--- src/gain_ctrl_defs.vh ---
// constants for the gain code host controller
`ifndef GAIN_CTRL_DEFS_VH
`define GAIN_CTRL_DEFS_VH
`define CODE_W        4
`define CODE_MIN      4'h0
`define CODE_MAX      4'hf
`define SER_BITS      3'h4
`define DIV_W         4
`define DIV_HALF      4'h3
`define BITS_NONE     3'h0
`define BIT_STEP      3'h1
`define PIN_DATA      1'h0
`define PIN_CLK       1'h1
`endif

--- src/gain_code_host.v ---
// host controller driving the step-gain amplifier control pins
`timescale 1ns/10ps
`include "gain_ctrl_defs.vh"
module gain_code_host (
  input  wire                mclk,
  input  wire                sys_rst,
  input  wire                serial_mode,
  input  wire                req_valid,
  input  wire [`CODE_W-1:0]  req_code,
  output reg                 req_ready,
  output reg                 done,
  output reg                 interface_select,
  output reg                 load_strobe,
  output reg                 gain_code_msb_pin,
  output reg                 gain_code_bit2_pin,
  output reg                 gain_code_or_serial_clock_pin_a,
  output reg                 gain_code_lsb_or_serial_data_pin
);
  localparam ST_IDLE       = 3'h0;
  localparam ST_PAR_SET    = 3'h1;
  localparam ST_PAR_FALL   = 3'h2;
  localparam ST_SER_LOW    = 3'h3;
  localparam ST_SER_CLK_LO = 3'h4;
  localparam ST_SER_CLK_HI = 3'h5;
  localparam ST_SER_LATCH  = 3'h6;
  localparam ST_SER_END    = 3'h7;

  reg  [2:0]         state_reg;
  reg  [2:0]         state_next;
  reg  [`CODE_W-1:0] word_reg;
  reg  [`CODE_W-1:0] word_next;
  reg  [2:0]         bits_reg;
  reg  [2:0]         bits_next;
  reg                mode_reg;
  reg                mode_next;
  reg                req_ready_next;
  reg                done_next;
  reg                interface_select_next;
  reg                load_strobe_next;
  reg  [`CODE_W-1:0] pins_next;
  wire [`CODE_W-1:0] pins_now;
  wire [2:0]         bits_inc;
  wire               tick;
  wire               busy;
  wire               take;

  // pin order on the link: msb down to lsb
  assign pins_now = {gain_code_msb_pin, gain_code_bit2_pin, gain_code_or_serial_clock_pin_a,
                     gain_code_lsb_or_serial_data_pin};
  assign busy     = (state_reg != ST_IDLE);
  assign take     = req_valid && req_ready;
  assign bits_inc = bits_reg + `BIT_STEP;

  // divider runs only inside a frame so the first tick lands a fixed time after the take
  half_bit_divider u_div (
    .mclk    (mclk),
    .sys_rst (sys_rst),
    .run     (busy),
    .tick    (tick)
  );

  always @* begin
    state_next            = state_reg;
    word_next             = word_reg;
    bits_next             = bits_reg;
    mode_next             = mode_reg;
    req_ready_next        = 1'b0;
    done_next             = 1'b0;
    interface_select_next = interface_select;
    load_strobe_next      = load_strobe;
    pins_next             = pins_now;
    case (state_reg)
      ST_IDLE: begin
        // ready drops in the take cycle so a held request is not taken twice
        req_ready_next = !take;
        if (take) begin
          word_next             = req_code;
          mode_next             = serial_mode;
          interface_select_next = serial_mode;
          bits_next             = `BITS_NONE;
          if (serial_mode) begin
            load_strobe_next = 1'b0;
            state_next       = ST_SER_LOW;
          end else begin
            load_strobe_next = 1'b1;
            state_next       = ST_PAR_SET;
          end
        end
      end
      ST_PAR_SET: begin
        pins_next = word_reg;
        if (tick) begin
          state_next = ST_PAR_FALL;
        end
      end
      ST_PAR_FALL: begin
        // word held across the fall for setup and hold
        if (tick) begin
          load_strobe_next = 1'b0;
          state_next       = ST_SER_END;
        end
      end
      ST_SER_LOW: begin
        pins_next[`PIN_CLK] = 1'b0;
        if (tick) begin
          state_next = ST_SER_CLK_LO;
        end
      end
      ST_SER_CLK_LO: begin
        // msb first so the first bit ends in the top position
        pins_next[`PIN_DATA] = word_reg[`CODE_W-1];
        if (tick) begin
          pins_next[`PIN_CLK] = 1'b1;
          state_next          = ST_SER_CLK_HI;
        end
      end
      ST_SER_CLK_HI: begin
        if (tick) begin
          pins_next[`PIN_CLK] = 1'b0;
          word_next           = {word_reg[`CODE_W-2:0], 1'b0};
          bits_next           = bits_inc;
          if (bits_inc == `SER_BITS) begin
            state_next = ST_SER_LATCH;
          end else begin
            state_next = ST_SER_CLK_LO;
          end
        end
      end
      ST_SER_LATCH: begin
        // clock idle low before the rise so no extra shift is seen
        if (tick) begin
          load_strobe_next = 1'b1;
          state_next       = ST_SER_END;
        end
      end
      ST_SER_END: begin
        if (tick) begin
          // serial: strobe back low so the next word shifts without a gain change
          if (mode_reg) begin
            load_strobe_next = 1'b0;
          end
          done_next  = 1'b1;
          state_next = ST_IDLE;
        end
      end
      default: begin
        state_next = ST_IDLE;
      end
    endcase
  end

  // frame control state
  always @(posedge mclk) begin
    if (sys_rst) begin
      state_reg <= ST_IDLE;
      word_reg  <= `CODE_MIN;
      bits_reg  <= `BITS_NONE;
      mode_reg  <= 1'b0;
    end else begin
      state_reg <= state_next;
      word_reg  <= word_next;
      bits_reg  <= bits_next;
      mode_reg  <= mode_next;
    end
  end

  // strobe starts high with the minimum code so a parallel device powers up defined
  // a cut frame reloads the device latch: reset drives strobe high in parallel mode with the minimum code, giving minimum gain
  always @(posedge mclk) begin
    if (sys_rst) begin
      req_ready        <= 1'b0;
      done             <= 1'b0;
      interface_select <= 1'b0;
      load_strobe      <= 1'b1;
      {gain_code_msb_pin, gain_code_bit2_pin, gain_code_or_serial_clock_pin_a,
       gain_code_lsb_or_serial_data_pin} <= `CODE_MIN;
    end else begin
      req_ready        <= req_ready_next;
      done             <= done_next;
      interface_select <= interface_select_next;
      load_strobe      <= load_strobe_next;
      {gain_code_msb_pin, gain_code_bit2_pin, gain_code_or_serial_clock_pin_a,
       gain_code_lsb_or_serial_data_pin} <= pins_next;
    end
  end
endmodule // gain_code_host

--- src/half_bit_divider.v ---
// divider making one-cycle enable pulses for link pin pacing
`timescale 1ns/10ps
`include "gain_ctrl_defs.vh"
module half_bit_divider (
  input  wire mclk,
  input  wire sys_rst,
  input  wire run,
  output reg  tick
);
  reg [`DIV_W-1:0] cnt_reg;
  always @(posedge mclk) begin
    if (sys_rst || !run) begin
      cnt_reg <= {`DIV_W{1'b0}};
      tick    <= 1'b0;
    end else if (cnt_reg == `DIV_HALF) begin
      cnt_reg <= {`DIV_W{1'b0}};
      tick    <= 1'b1;
    end else begin
      cnt_reg <= cnt_reg + {{(`DIV_W-1){1'b0}}, 1'b1};
      tick    <= 1'b0;
    end
  end
endmodule // half_bit_divider
--- config.mk ---
export PLATFORM = sky130hd
export DESIGN_NAME = gain_code_host
export DESIGN_NICKNAME = d
export VERILOG_FILES = /design/src/gain_code_host.v /design/src/half_bit_divider.v
export VERILOG_INCLUDE_DIRS = /design/src
export SDC_FILE = /design/constraint.sdc
export NUM_CORES = 1
export LEC_CHECK = 0
export ABC_AREA = 0
export BUFFER_PORTS_ARGS = -buffer_cell sky130_fd_sc_hd__buf_4
export CAP_MARGIN = 20
export CORE_MARGIN = 8
export CORE_UTILIZATION = 40
export CTS_CLUSTER_DIAMETER = 100
export CTS_CLUSTER_SIZE = 8
export DETAILED_ROUTE_END_ITERATION = 6
export PLACE_DENSITY_LB_ADDON = 0.15
export REMOVE_ABC_BUFFERS = 1
export SYNTH_ARGS = -nofsm -noshare
export SYNTH_HDL_FRONTEND = slang
export SYNTH_SLANG_ARGS = --single-unit
--- constraint.sdc ---
create_clock -name mclk -period 3.6 [get_ports mclk]
set_input_delay 0.36 -clock mclk [delete_from_list [all_inputs] [get_ports mclk]]
set_output_delay 0.36 -clock mclk [all_outputs]
set_load 0.02 [all_outputs]
-- After elaboration in Yosys (flattened, before gate mapping)
Index checks and enable logic that the tools add are counted.
Widths: inputs -> output; s select.
- multiplexer cells: 27
- bitwise gates (word level): 2
- add/sub/neg operators: 2
- equal/unequal tests: 19
- $mul: 0
- reduce and logical (&&, ||, !) cells: 19
- div/mod/pow operators: 0
- shift-type cells: 0
- magnitude comparators: 0
- operators with widths (cell ; number):
    $mux 3 ; 9
    $pmux 3 s7 ; 1
    $ne 2x1->1 const B ; 8
    $eq 3x3->1 const B ; 5
    $mux 1 ; 8
    $mux 4 ; 2
    $pmux 1 s4 ; 2
    $pmux 4 s2 ; 1
    $reduce_bool 4->1 ; 2
    $reduce_or 2->1 ; 4
    $reduce_and 7->1 ; 1
    $eq 3x2->1 const B ; 2
    $pmux 3 s2 ; 1
    $reduce_and 3->1 ; 2
    $reduce_and 6->1 ; 1
    $add 4x1->4 const B ; 1
    $eq 4x2->1 const B ; 1
    $mux 2 ; 2
    $ne 2x2->1 const B ; 2
    $reduce_bool 2->1 ; 2
    $add 3x1->3 const B ; 1
    $eq 3x1->1 const B ; 1
    $logic_not 3->1 ; 1
    $reduce_bool 3->1 ; 1
    6 further kinds ; 8
- memories kept: 0
- register bits after elaboration: 23
- ROM bits: 0
- output and inout port bits: 8
- bits in writable memories: 0
- word-level logic and storage cells: 82
- bits in latches: 0

-- Depth between registers and ports, before layout
Gate-level depths: netlist of the first run.
- word-level depth: 5
- depth in mapped cells: 5

-- Hierarchy
Synthesis of the first run repeated with hierarchy kept, for this count alone.
- cells, all modules: 116
- area total of the unflattened synthesis: 1133.6 um2
- by module, submodules not included (module ; area each (um2) ; instances ; seq. area each (um2) ; cells an instance):
    gain_code_host ; 929.6 ; 1 ; 360.3 ; 98
    half_bit_divider ; 203.9 ; 1 ; 100.1 ; 18

-- Worst setup path after synthesis of the first run
OpenSTA, ideal clock, no wires.
- path kind: register to register
- from: reg req_ready
- to: reg load_strobe
- clock period less this slack: 1.445 ns
- setup time: 0.125 ns
- cell stages (with the launch flop): 5
- path buffers: 1
- slack: 2.155 ns
- arrival: 1.320 ns
- cells stage by stage: dfxtp_1 and2_1 clkbuf_1 a2bb2oi_1 o41a_1
- cells in the longest elaborated chain, start to end: 3
- RTL lines (what ; RTL line ; RTL):
    start, declared ; gain_code_host.v:10 ; output reg req_ready,
    start signal, assigned ; gain_code_host.v:178 ; req_ready <= req_ready_next;
    $logic_and 1x1->1 ; gain_code_host.v:51 ; assign take = req_valid && req_ready;
    $ne 2x2->1 (no source line) ; n/a ;
    $reduce_and 6->1 (no source line) ; n/a ;
    end signal, assigned ; gain_code_host.v:181 ; load_strobe <= load_strobe_next;
    end, declared ; gain_code_host.v:13 ; output reg load_strobe,
No other way between the ends.
A chain may end at the register's enable or synchronous reset.

-- Worst setup path in the final report of the first run
- from: reg state_reg[1]
- to: reg state_reg[1]
- cells in the longest elaborated chain, start to end: 4
- elaborated cells between the ends (all ways): 18
- those cells by class: eq/ne (14); mux (1); reduce/logical (3)
- RTL lines (what ; RTL line ; RTL):
    start, declared ; gain_code_host.v:28 ; reg [2:0] state_reg;
    start signal, assigned ; gain_code_host.v:160 ; state_reg <= state_next;
    $eq 3x3->1 / $eq 3x2->1 (equally long branches) ; gain_code_host.v:72 ; case (state_reg)
    $reduce_or 2->1 (no source line) ; n/a ;
    $ne 2x1->1 (no source line) ; n/a ;
    $reduce_and 7->1 (no source line) ; n/a ;
Several ways; a longest one is shown, not always the timed one.

==> results of run 1 <==
## placed cells by master, fill, tap and decap left out, types with 2 or more instances in the layout
cell,instances
sky130_fd_sc_hd__clkbuf_4,3
sky130_fd_sc_hd__nand3b_1,2
sky130_fd_sc_hd__inv_1,4
sky130_fd_sc_hd__o221ai_1,2
sky130_fd_sc_hd__nor2b_1,2
sky130_fd_sc_hd__nand2_1,6
sky130_fd_sc_hd__ha_1,3
sky130_fd_sc_hd__mux2i_1,6
sky130_fd_sc_hd__nor3_1,7
sky130_fd_sc_hd__a211oi_1,7
sky130_fd_sc_hd__buf_4,15
sky130_fd_sc_hd__dfxtp_1,23
sky130_fd_sc_hd__nand3_1,3
sky130_fd_sc_hd__a21oi_1,6
sky130_fd_sc_hd__nand2b_1,6
sky130_fd_sc_hd__nor2_1,11
sky130_fd_sc_hd__mux2_2,3
## critical path: stages, from the launching register on
cell	delay, ns
sky130_fd_sc_hd__dfxtp_1	0.55
sky130_fd_sc_hd__nor3_4	0.45
sky130_fd_sc_hd__mux2_2	0.41
sky130_fd_sc_hd__a2111oi_2	0.29
## stage by stage
step                area (um^2)  setup slack, ns
global placement           1280             1.92
floorplan                  1130             2.04
finish                     1310             1.81
detailed placement         1280             1.86
CTS                        1310             1.82
global route               1310             1.66
## layout make-up
| cell class | count | share of cell area [%] |
|---|---|---|
| sequential | 23 | 35.1 |
| timing repair buffer | 15 | 8.60 |
| inverter | 4 | 1.15 |
| multi-input combinational | 90 | 50.1 |
| clock buffer | 4 | 2.01 |
| tap | 31 | 2.96 |
## where the power goes
| part | leakage (nW) | internal [mW] | switching, mW |
|---|---|---|---|
| Sequential | 0.187 | 0.288 | 0.0660 |
| Clock | 0.0150 | 0.0432 | 0.0762 |
| Combinational | 0.327 | 0.106 | 0.116 |
## worst paths after layout
kind | start | end | slack, ns
worst max-delay path | state_reg[1]$_SDFFE_PP0P_ | state_reg[1]$_SDFFE_PP0P_ | 1.81
worst max register to register | state_reg[1]$_SDFFE_PP0P_ | state_reg[1]$_SDFFE_PP0P_ | 1.81
worst min register to register | u_div.cnt_reg[0]$_SDFF_PP0_ | u_div.cnt_reg[0]$_SDFF_PP0_ | 0.47
worst min-delay path | serial_mode | interface_select$_SDFFE_PP0P_ | 0.33
## cell families after synthesis
logic type	share of synthesized area, %
adders and majority gates	3.16
xor gates and xnor gates	0.738
muxes	7.90
and+or+nand+nor	24.4
buffers and inverters	5.90
DFF	38.8
AOI/OAI and AO/OA	19.1
## metal layers
| metal | wire [um] | share of wire (%) |
|---|---|---|
| met1 | 1110 | 46 |
| met2 | 1200 | 49 |
| met3 | 102 | 4.2 |
| met4 | 19 | 0.78 |
| met5 | 0 | 0 |
==> flow_summary.json, run 1 <==
{
  "synth-edff-count": 0,
  "postSynthRegisterBits": 23,
  "worst_setup_path_end_kind": "register",
  "cts_tree": "yes",
  "clk_pin_slew_ns": 0.12,
  "avgSynthCellArea_um2": 9.50,
  "timing.fmax_mhz": 559,
  "global_route.usage.met1_pct": 11.1,
  "cts_root_buffer": "sky130_fd_sc_hd__clkbuf_4",
  "yosysMostFrequentCell": "sky130_fd_sc_hd__dfxtp_1",
  "cts_inserted_buffers": 3,
  "viasPerCell": 5.59,
  "row_count": 19,
  "fin_cells": 167,
  "first_global_vias": 927,
  "clk-insertion-delay-late_ns": 0.31,
  "hpwlAfterDp_um": 1790,
  "buffer_ports.inserted": 15,
  "final_slew_viol_count": 0,
  "die_width_um": 70.5,
  "static_leak_nw": 0.528,
  "syn-instance-count": 125,
  "run_status": "finished, final reports clean",
  "multi_input_logic_area_um2": 657,
  "grt_max_degree": 26,
  "async_reset_ff_share_pct": 0,
  "synth_largest_area_cell": "sky130_fd_sc_hd__dfxtp_1",
  "maxSlewHeadroom_pct": 50.3,
  "number_of_buffers_added_to_fix_hold_violations_after_cts": 0,
  "vdd_drop_max_uv": 426,
  "synth_warnings": 0,
  "place_congestion": 0.770,
  "whs_path_depth": 3,
  "clk_path_buf_depth": 2,
  "top_ff_cell_synth": "sky130_fd_sc_hd__dfxtp_1",
  "detailedRoute.firstIterationViolations": 55,
  "p_total_mw": 0.695,
  "worstPathRequired_ns": 3.81,
  "htree_num_levels": 1,
  "design.core.area_um2": 2780,
  "placed_cell_count": 163,
  "category_of_the_most_critical_setup_path": "register to register",
  "routed_wirelength_um": 2440,
  "total_of_cells_resized_after_clock_tree_synthesis": 0,
  "detailroute.via_count": 934,
  "met3_track_demand_over_resource_in_global_routing_pct": 3.81,
  "power.density_cell_area_nw_per_um2": 531,
  "cts_sinks": 23,
  "post_synth_num_cell_types": 44,
  "ys_seq_area_share_pct": 38.8,
  "grt_util_all_layers_pct": 10.3,
  "drc": 0,
  "critPathLaunchType": "register",
  "worst_hold_margin_ns": 0.332,
  "floorplan.initialDensity_pct": 42.7,
  "routed_wire_length_per_instance_um": 14.6,
  "hold_viol": 0,
  "tightestPinTransition_ns": 0.744,
  "synthDominantCellAreaShare_pct": 38.8,
  "grt_antenna_before_repair": 0,
  "path_depth_of_the_worst_reg2reg_path": 3,
  "totalNegativeSetupSlack_ns": 0,
  "finalSetupViolations": 0,
  "ys_top_cells_by_count": "23 x sky130_fd_sc_hd__dfxtp_1, 11 x sky130_fd_sc_hd__nor2_1, 7 x sky130_fd_sc_hd__a211oi_1, 7 x sky130_fd_sc_hd__nor3_1",
  "design.final.nets": 148,
  "final_min_period_over_clock_period_pct": 49.7,
  "diodes": 0,
  "worst-path-max-fanout": 20,
  "layout_min_cycle_time_ns": 1.79,
  "groute.layer.met2.usage_pct": 18.2,
  "post_synth_instance_area_um2": 1190,
  "ff_latch_area_um2": 460,
  "wire_length_of_the_first_global_routing_pass_um": 4270,
  "drive_above_1_share_pct": 19.9,
  "layout.core_utilization_pct": 47.1,
  "detail_route.first_pass.iterations": 4,
  "synthTopCellsByArea": "sky130_fd_sc_hd__dfxtp_1 39%, sky130_fd_sc_hd__mux2i_1 5.1%, sky130_fd_sc_hd__a211oi_1 4.4%, sky130_fd_sc_hd__nor2_1 3.5%, sky130_fd_sc_hd__ha_1 3.2%",
  "die_height_um": 70.5,
  "top_level_ports": 16,
  "n_fill_cell": 274,
  "worst_hold_path_type": "input port to register",
  "route.antenna.remaining_nets": 0,
  "finalClockSkew_ns": 0.00244,
  "floorplan.die_area_um2": 4970,
  "area_growth_pct": 10.3,
  "drv_cap": 0,
  "crit_arrival_ns": 2.00,
  "globalRouteOverflowTotal": 0,
  "post-cts-setup-buffer-count": 0,
  "rsz0062_at_grt": "false",
  "grt.busiest_layer": "met2"
}
Power figures use the tool's default switching activity.
==> run 2, diff against run 1 <==
Clock period 3.6 ns to 1.7 ns, I/O delays scaled along.
==> run 2 against run 1 <==
Compared with the run above:
- combinational power increased to 2.6 times the previous value
- flip-flop and latch count unchanged
- clock-buffer cell count decreased by 1
- sequential power increased by 100%
- clock skew increased by 0.0020 ns
- clock power increased by 110%
- die area unchanged
- global-route usage decreased by 0.27 points
==> flow_summary.json, run 2 (synthesized netlist as in run 1, its figures left out) <==
{
  "power.density_cell_area_nw_per_um2": 1140,
  "finalClockSkew_ns": 0.00444,
  "worst_hold_path_type": "input port to register",
  "drv_cap": 0,
  "grt_antenna_before_repair": 0,
  "die_height_um": 70.5,
  "viasPerCell": 5.52,
  "cp_top_family": "flip-flops",
  "clk-insertion-delay-late_ns": 0.31,
  "clk_pin_slew_ns": 0.12,
  "design.final.nets": 154,
  "cts_inserted_buffers": 3,
  "multi_input_logic_area_um2": 657,
  "cts_root_buffer": "sky130_fd_sc_hd__clkbuf_4",
  "layout_min_cycle_time_ns": 1.58,
  "clk_path_buf_depth": 2,
  "worst_setup_path_end_kind": "register",
  "routed_wirelength_um": 2370,
  "hold_viol": 0,
  "worstPathRequired_ns": 1.92,
  "rsz0062_at_grt": "false",
  "route.antenna.remaining_nets": 0,
  "row_count": 19,
  "detail_route.first_pass.iterations": 4,
  "cts_tree": "yes",
  "grt_util_all_layers_pct": 10.0,
  "grt_max_degree": 26,
  "path_depth_of_the_worst_reg2reg_path": 3,
  "area_growth_pct": 14.3,
  "detailedRoute.firstIterationViolations": 54,
  "final_slew_viol_count": 0,
  "top_level_ports": 16,
  "routed_wire_length_per_instance_um": 13.7,
  "vdd_drop_max_uv": 819,
  "worst_path_max_delay_cell": "sky130_fd_sc_hd__dfxtp_1",
  "critPathMaxStageDelay_ns": 0.49,
  "layout.cells.most_common": "sky130_fd_sc_hd__dfxtp_1",
  "place_congestion": 0.755,
  "drc": 0,
  "category_of_the_most_critical_setup_path": "register to register",
  "detailroute.via_count": 955,
  "floorplan.initialDensity_pct": 42.7,
  "wire_length_of_the_first_global_routing_pass_um": 4260,
  "cts_sinks": 23,
  "static_leak_nw": 0.560,
  "tightestPinTransition_ns": 0.518,
  "drive_above_1_share_pct": 24.6,
  "worst-path-max-fanout": 13,
  "final_min_period_over_clock_period_pct": 92.7,
  "critical_path_buf_inv_count": 0,
  "path_cells": "nor3_4 > mux2_2 > a2111oi_2",
  "buffer_ports.inserted": 15,
  "diodes": 0,
  "crit_arrival_ns": 1.80,
  "hpwlAfterDp_um": 1760,
  "worst_hold_margin_ns": 0.133,
  "maxSlewHeadroom_pct": 65.4,
  "number_of_buffers_added_to_fix_hold_violations_after_cts": 0,
  "first_global_vias": 958,
  "n_fill_cell": 275,
  "die_width_um": 70.5,
  "timing.fmax_mhz": 635,
  "run_status": "finished, final reports clean",
  "floorplan.die_area_um2": 4970,
  "whs_path_depth": 3,
  "globalRouteOverflowTotal": 0,
  "highest_count_cells_in_the_layout_ignoring_fill_and_taps": "22 x sky130_fd_sc_hd__dfxtp_1, 21 x sky130_fd_sc_hd__buf_4, 11 x sky130_fd_sc_hd__nor2_1",
  "critPathLaunchType": "register",
  "htree_num_levels": 1,
  "totalNegativeSetupSlack_ns": 0,
  "instance_count_on_the_critical_path": 3,
  "finalSetupViolations": 0,
  "ff_latch_area_um2": 462,
  "design.core.area_um2": 2780
}
## run 2: cell types whose count changed in the layout (fill, tap and decap cells not counted)
| cell | previous run | this run |
|---|---|---|
| sky130_fd_sc_hd__dfxtp_1 | 23 | 22 |
| sky130_fd_sc_hd__dfxtp_2 | 0 | 1 |
| sky130_fd_sc_hd__clkinv_2 | 0 | 1 |
| sky130_fd_sc_hd__clkbuf_1 | 1 | 0 |
| sky130_fd_sc_hd__buf_4 | 15 | 21 |
## run 2: layout make-up
cell class                 instances  area share [%]
clock inverter                     1           0.369
clock buffer                       3            1.66
tap                               31            2.86
inverter                           4            1.11
timing repair buffer              21            11.6
multi-input combinational         90            48.4
sequential                        23            34.0
## run 2: path summary, 6_finish.rpt
kind | startpoint | end | slack (ns)
worst max register to register | state_reg[2]$_SDFFE_PP0P_ | state_reg[1]$_SDFFE_PP0P_ | 0.12
worst min-delay path | serial_mode | interface_select$_SDFFE_PP0P_ | 0.13
worst max-delay path | state_reg[2]$_SDFFE_PP0P_ | state_reg[1]$_SDFFE_PP0P_ | 0.12
worst min register to register | u_div.cnt_reg[0]$_SDFF_PP0_ | u_div.cnt_reg[0]$_SDFF_PP0_ | 0.47
## run 2: what timing repair did
action	CTS	global route
buffers inserted	0	0
resized for setup	0	1
hold endpoints to repair	0	0
endpoints found under the setup margin	0	1
## run 2: metrics by stage
step	setup slack, ns	std cells	util [%]	cell area (um^2)	power, mW
floorplan	0.142	117	-	1130	1.08
detailed placement	0.113	169	47.8	1330	1.31
finish	0.124	173	48.8	1360	1.54
global placement	0.155	169	47.8	1330	1.30
global route	0.0153	173	48.8	1360	1.67
CTS	0.106	173	48.8	1360	1.56
## run 2: power breakdown
part	internal [mW]	switching, mW
clock network	0.0880	0.160
registers	0.611	0.105
logic	0.290	0.287
total	0.989	0.552
## run 2: worst min-delay path, cell delays in order
cell                      delay, ns
sky130_fd_sc_hd__buf_4         0.12
sky130_fd_sc_hd__nand3_1       0.06
sky130_fd_sc_hd__a21oi_1       0.05
## run 2: metal layers
metal	vias up	GRT usage (%)	wire length, um
met1	451	11.3	1120
met4	0	1.34	8
met2	11	17.5	1140
li1	491	-	-
met5	-	0	0
met3	2	3.95	102
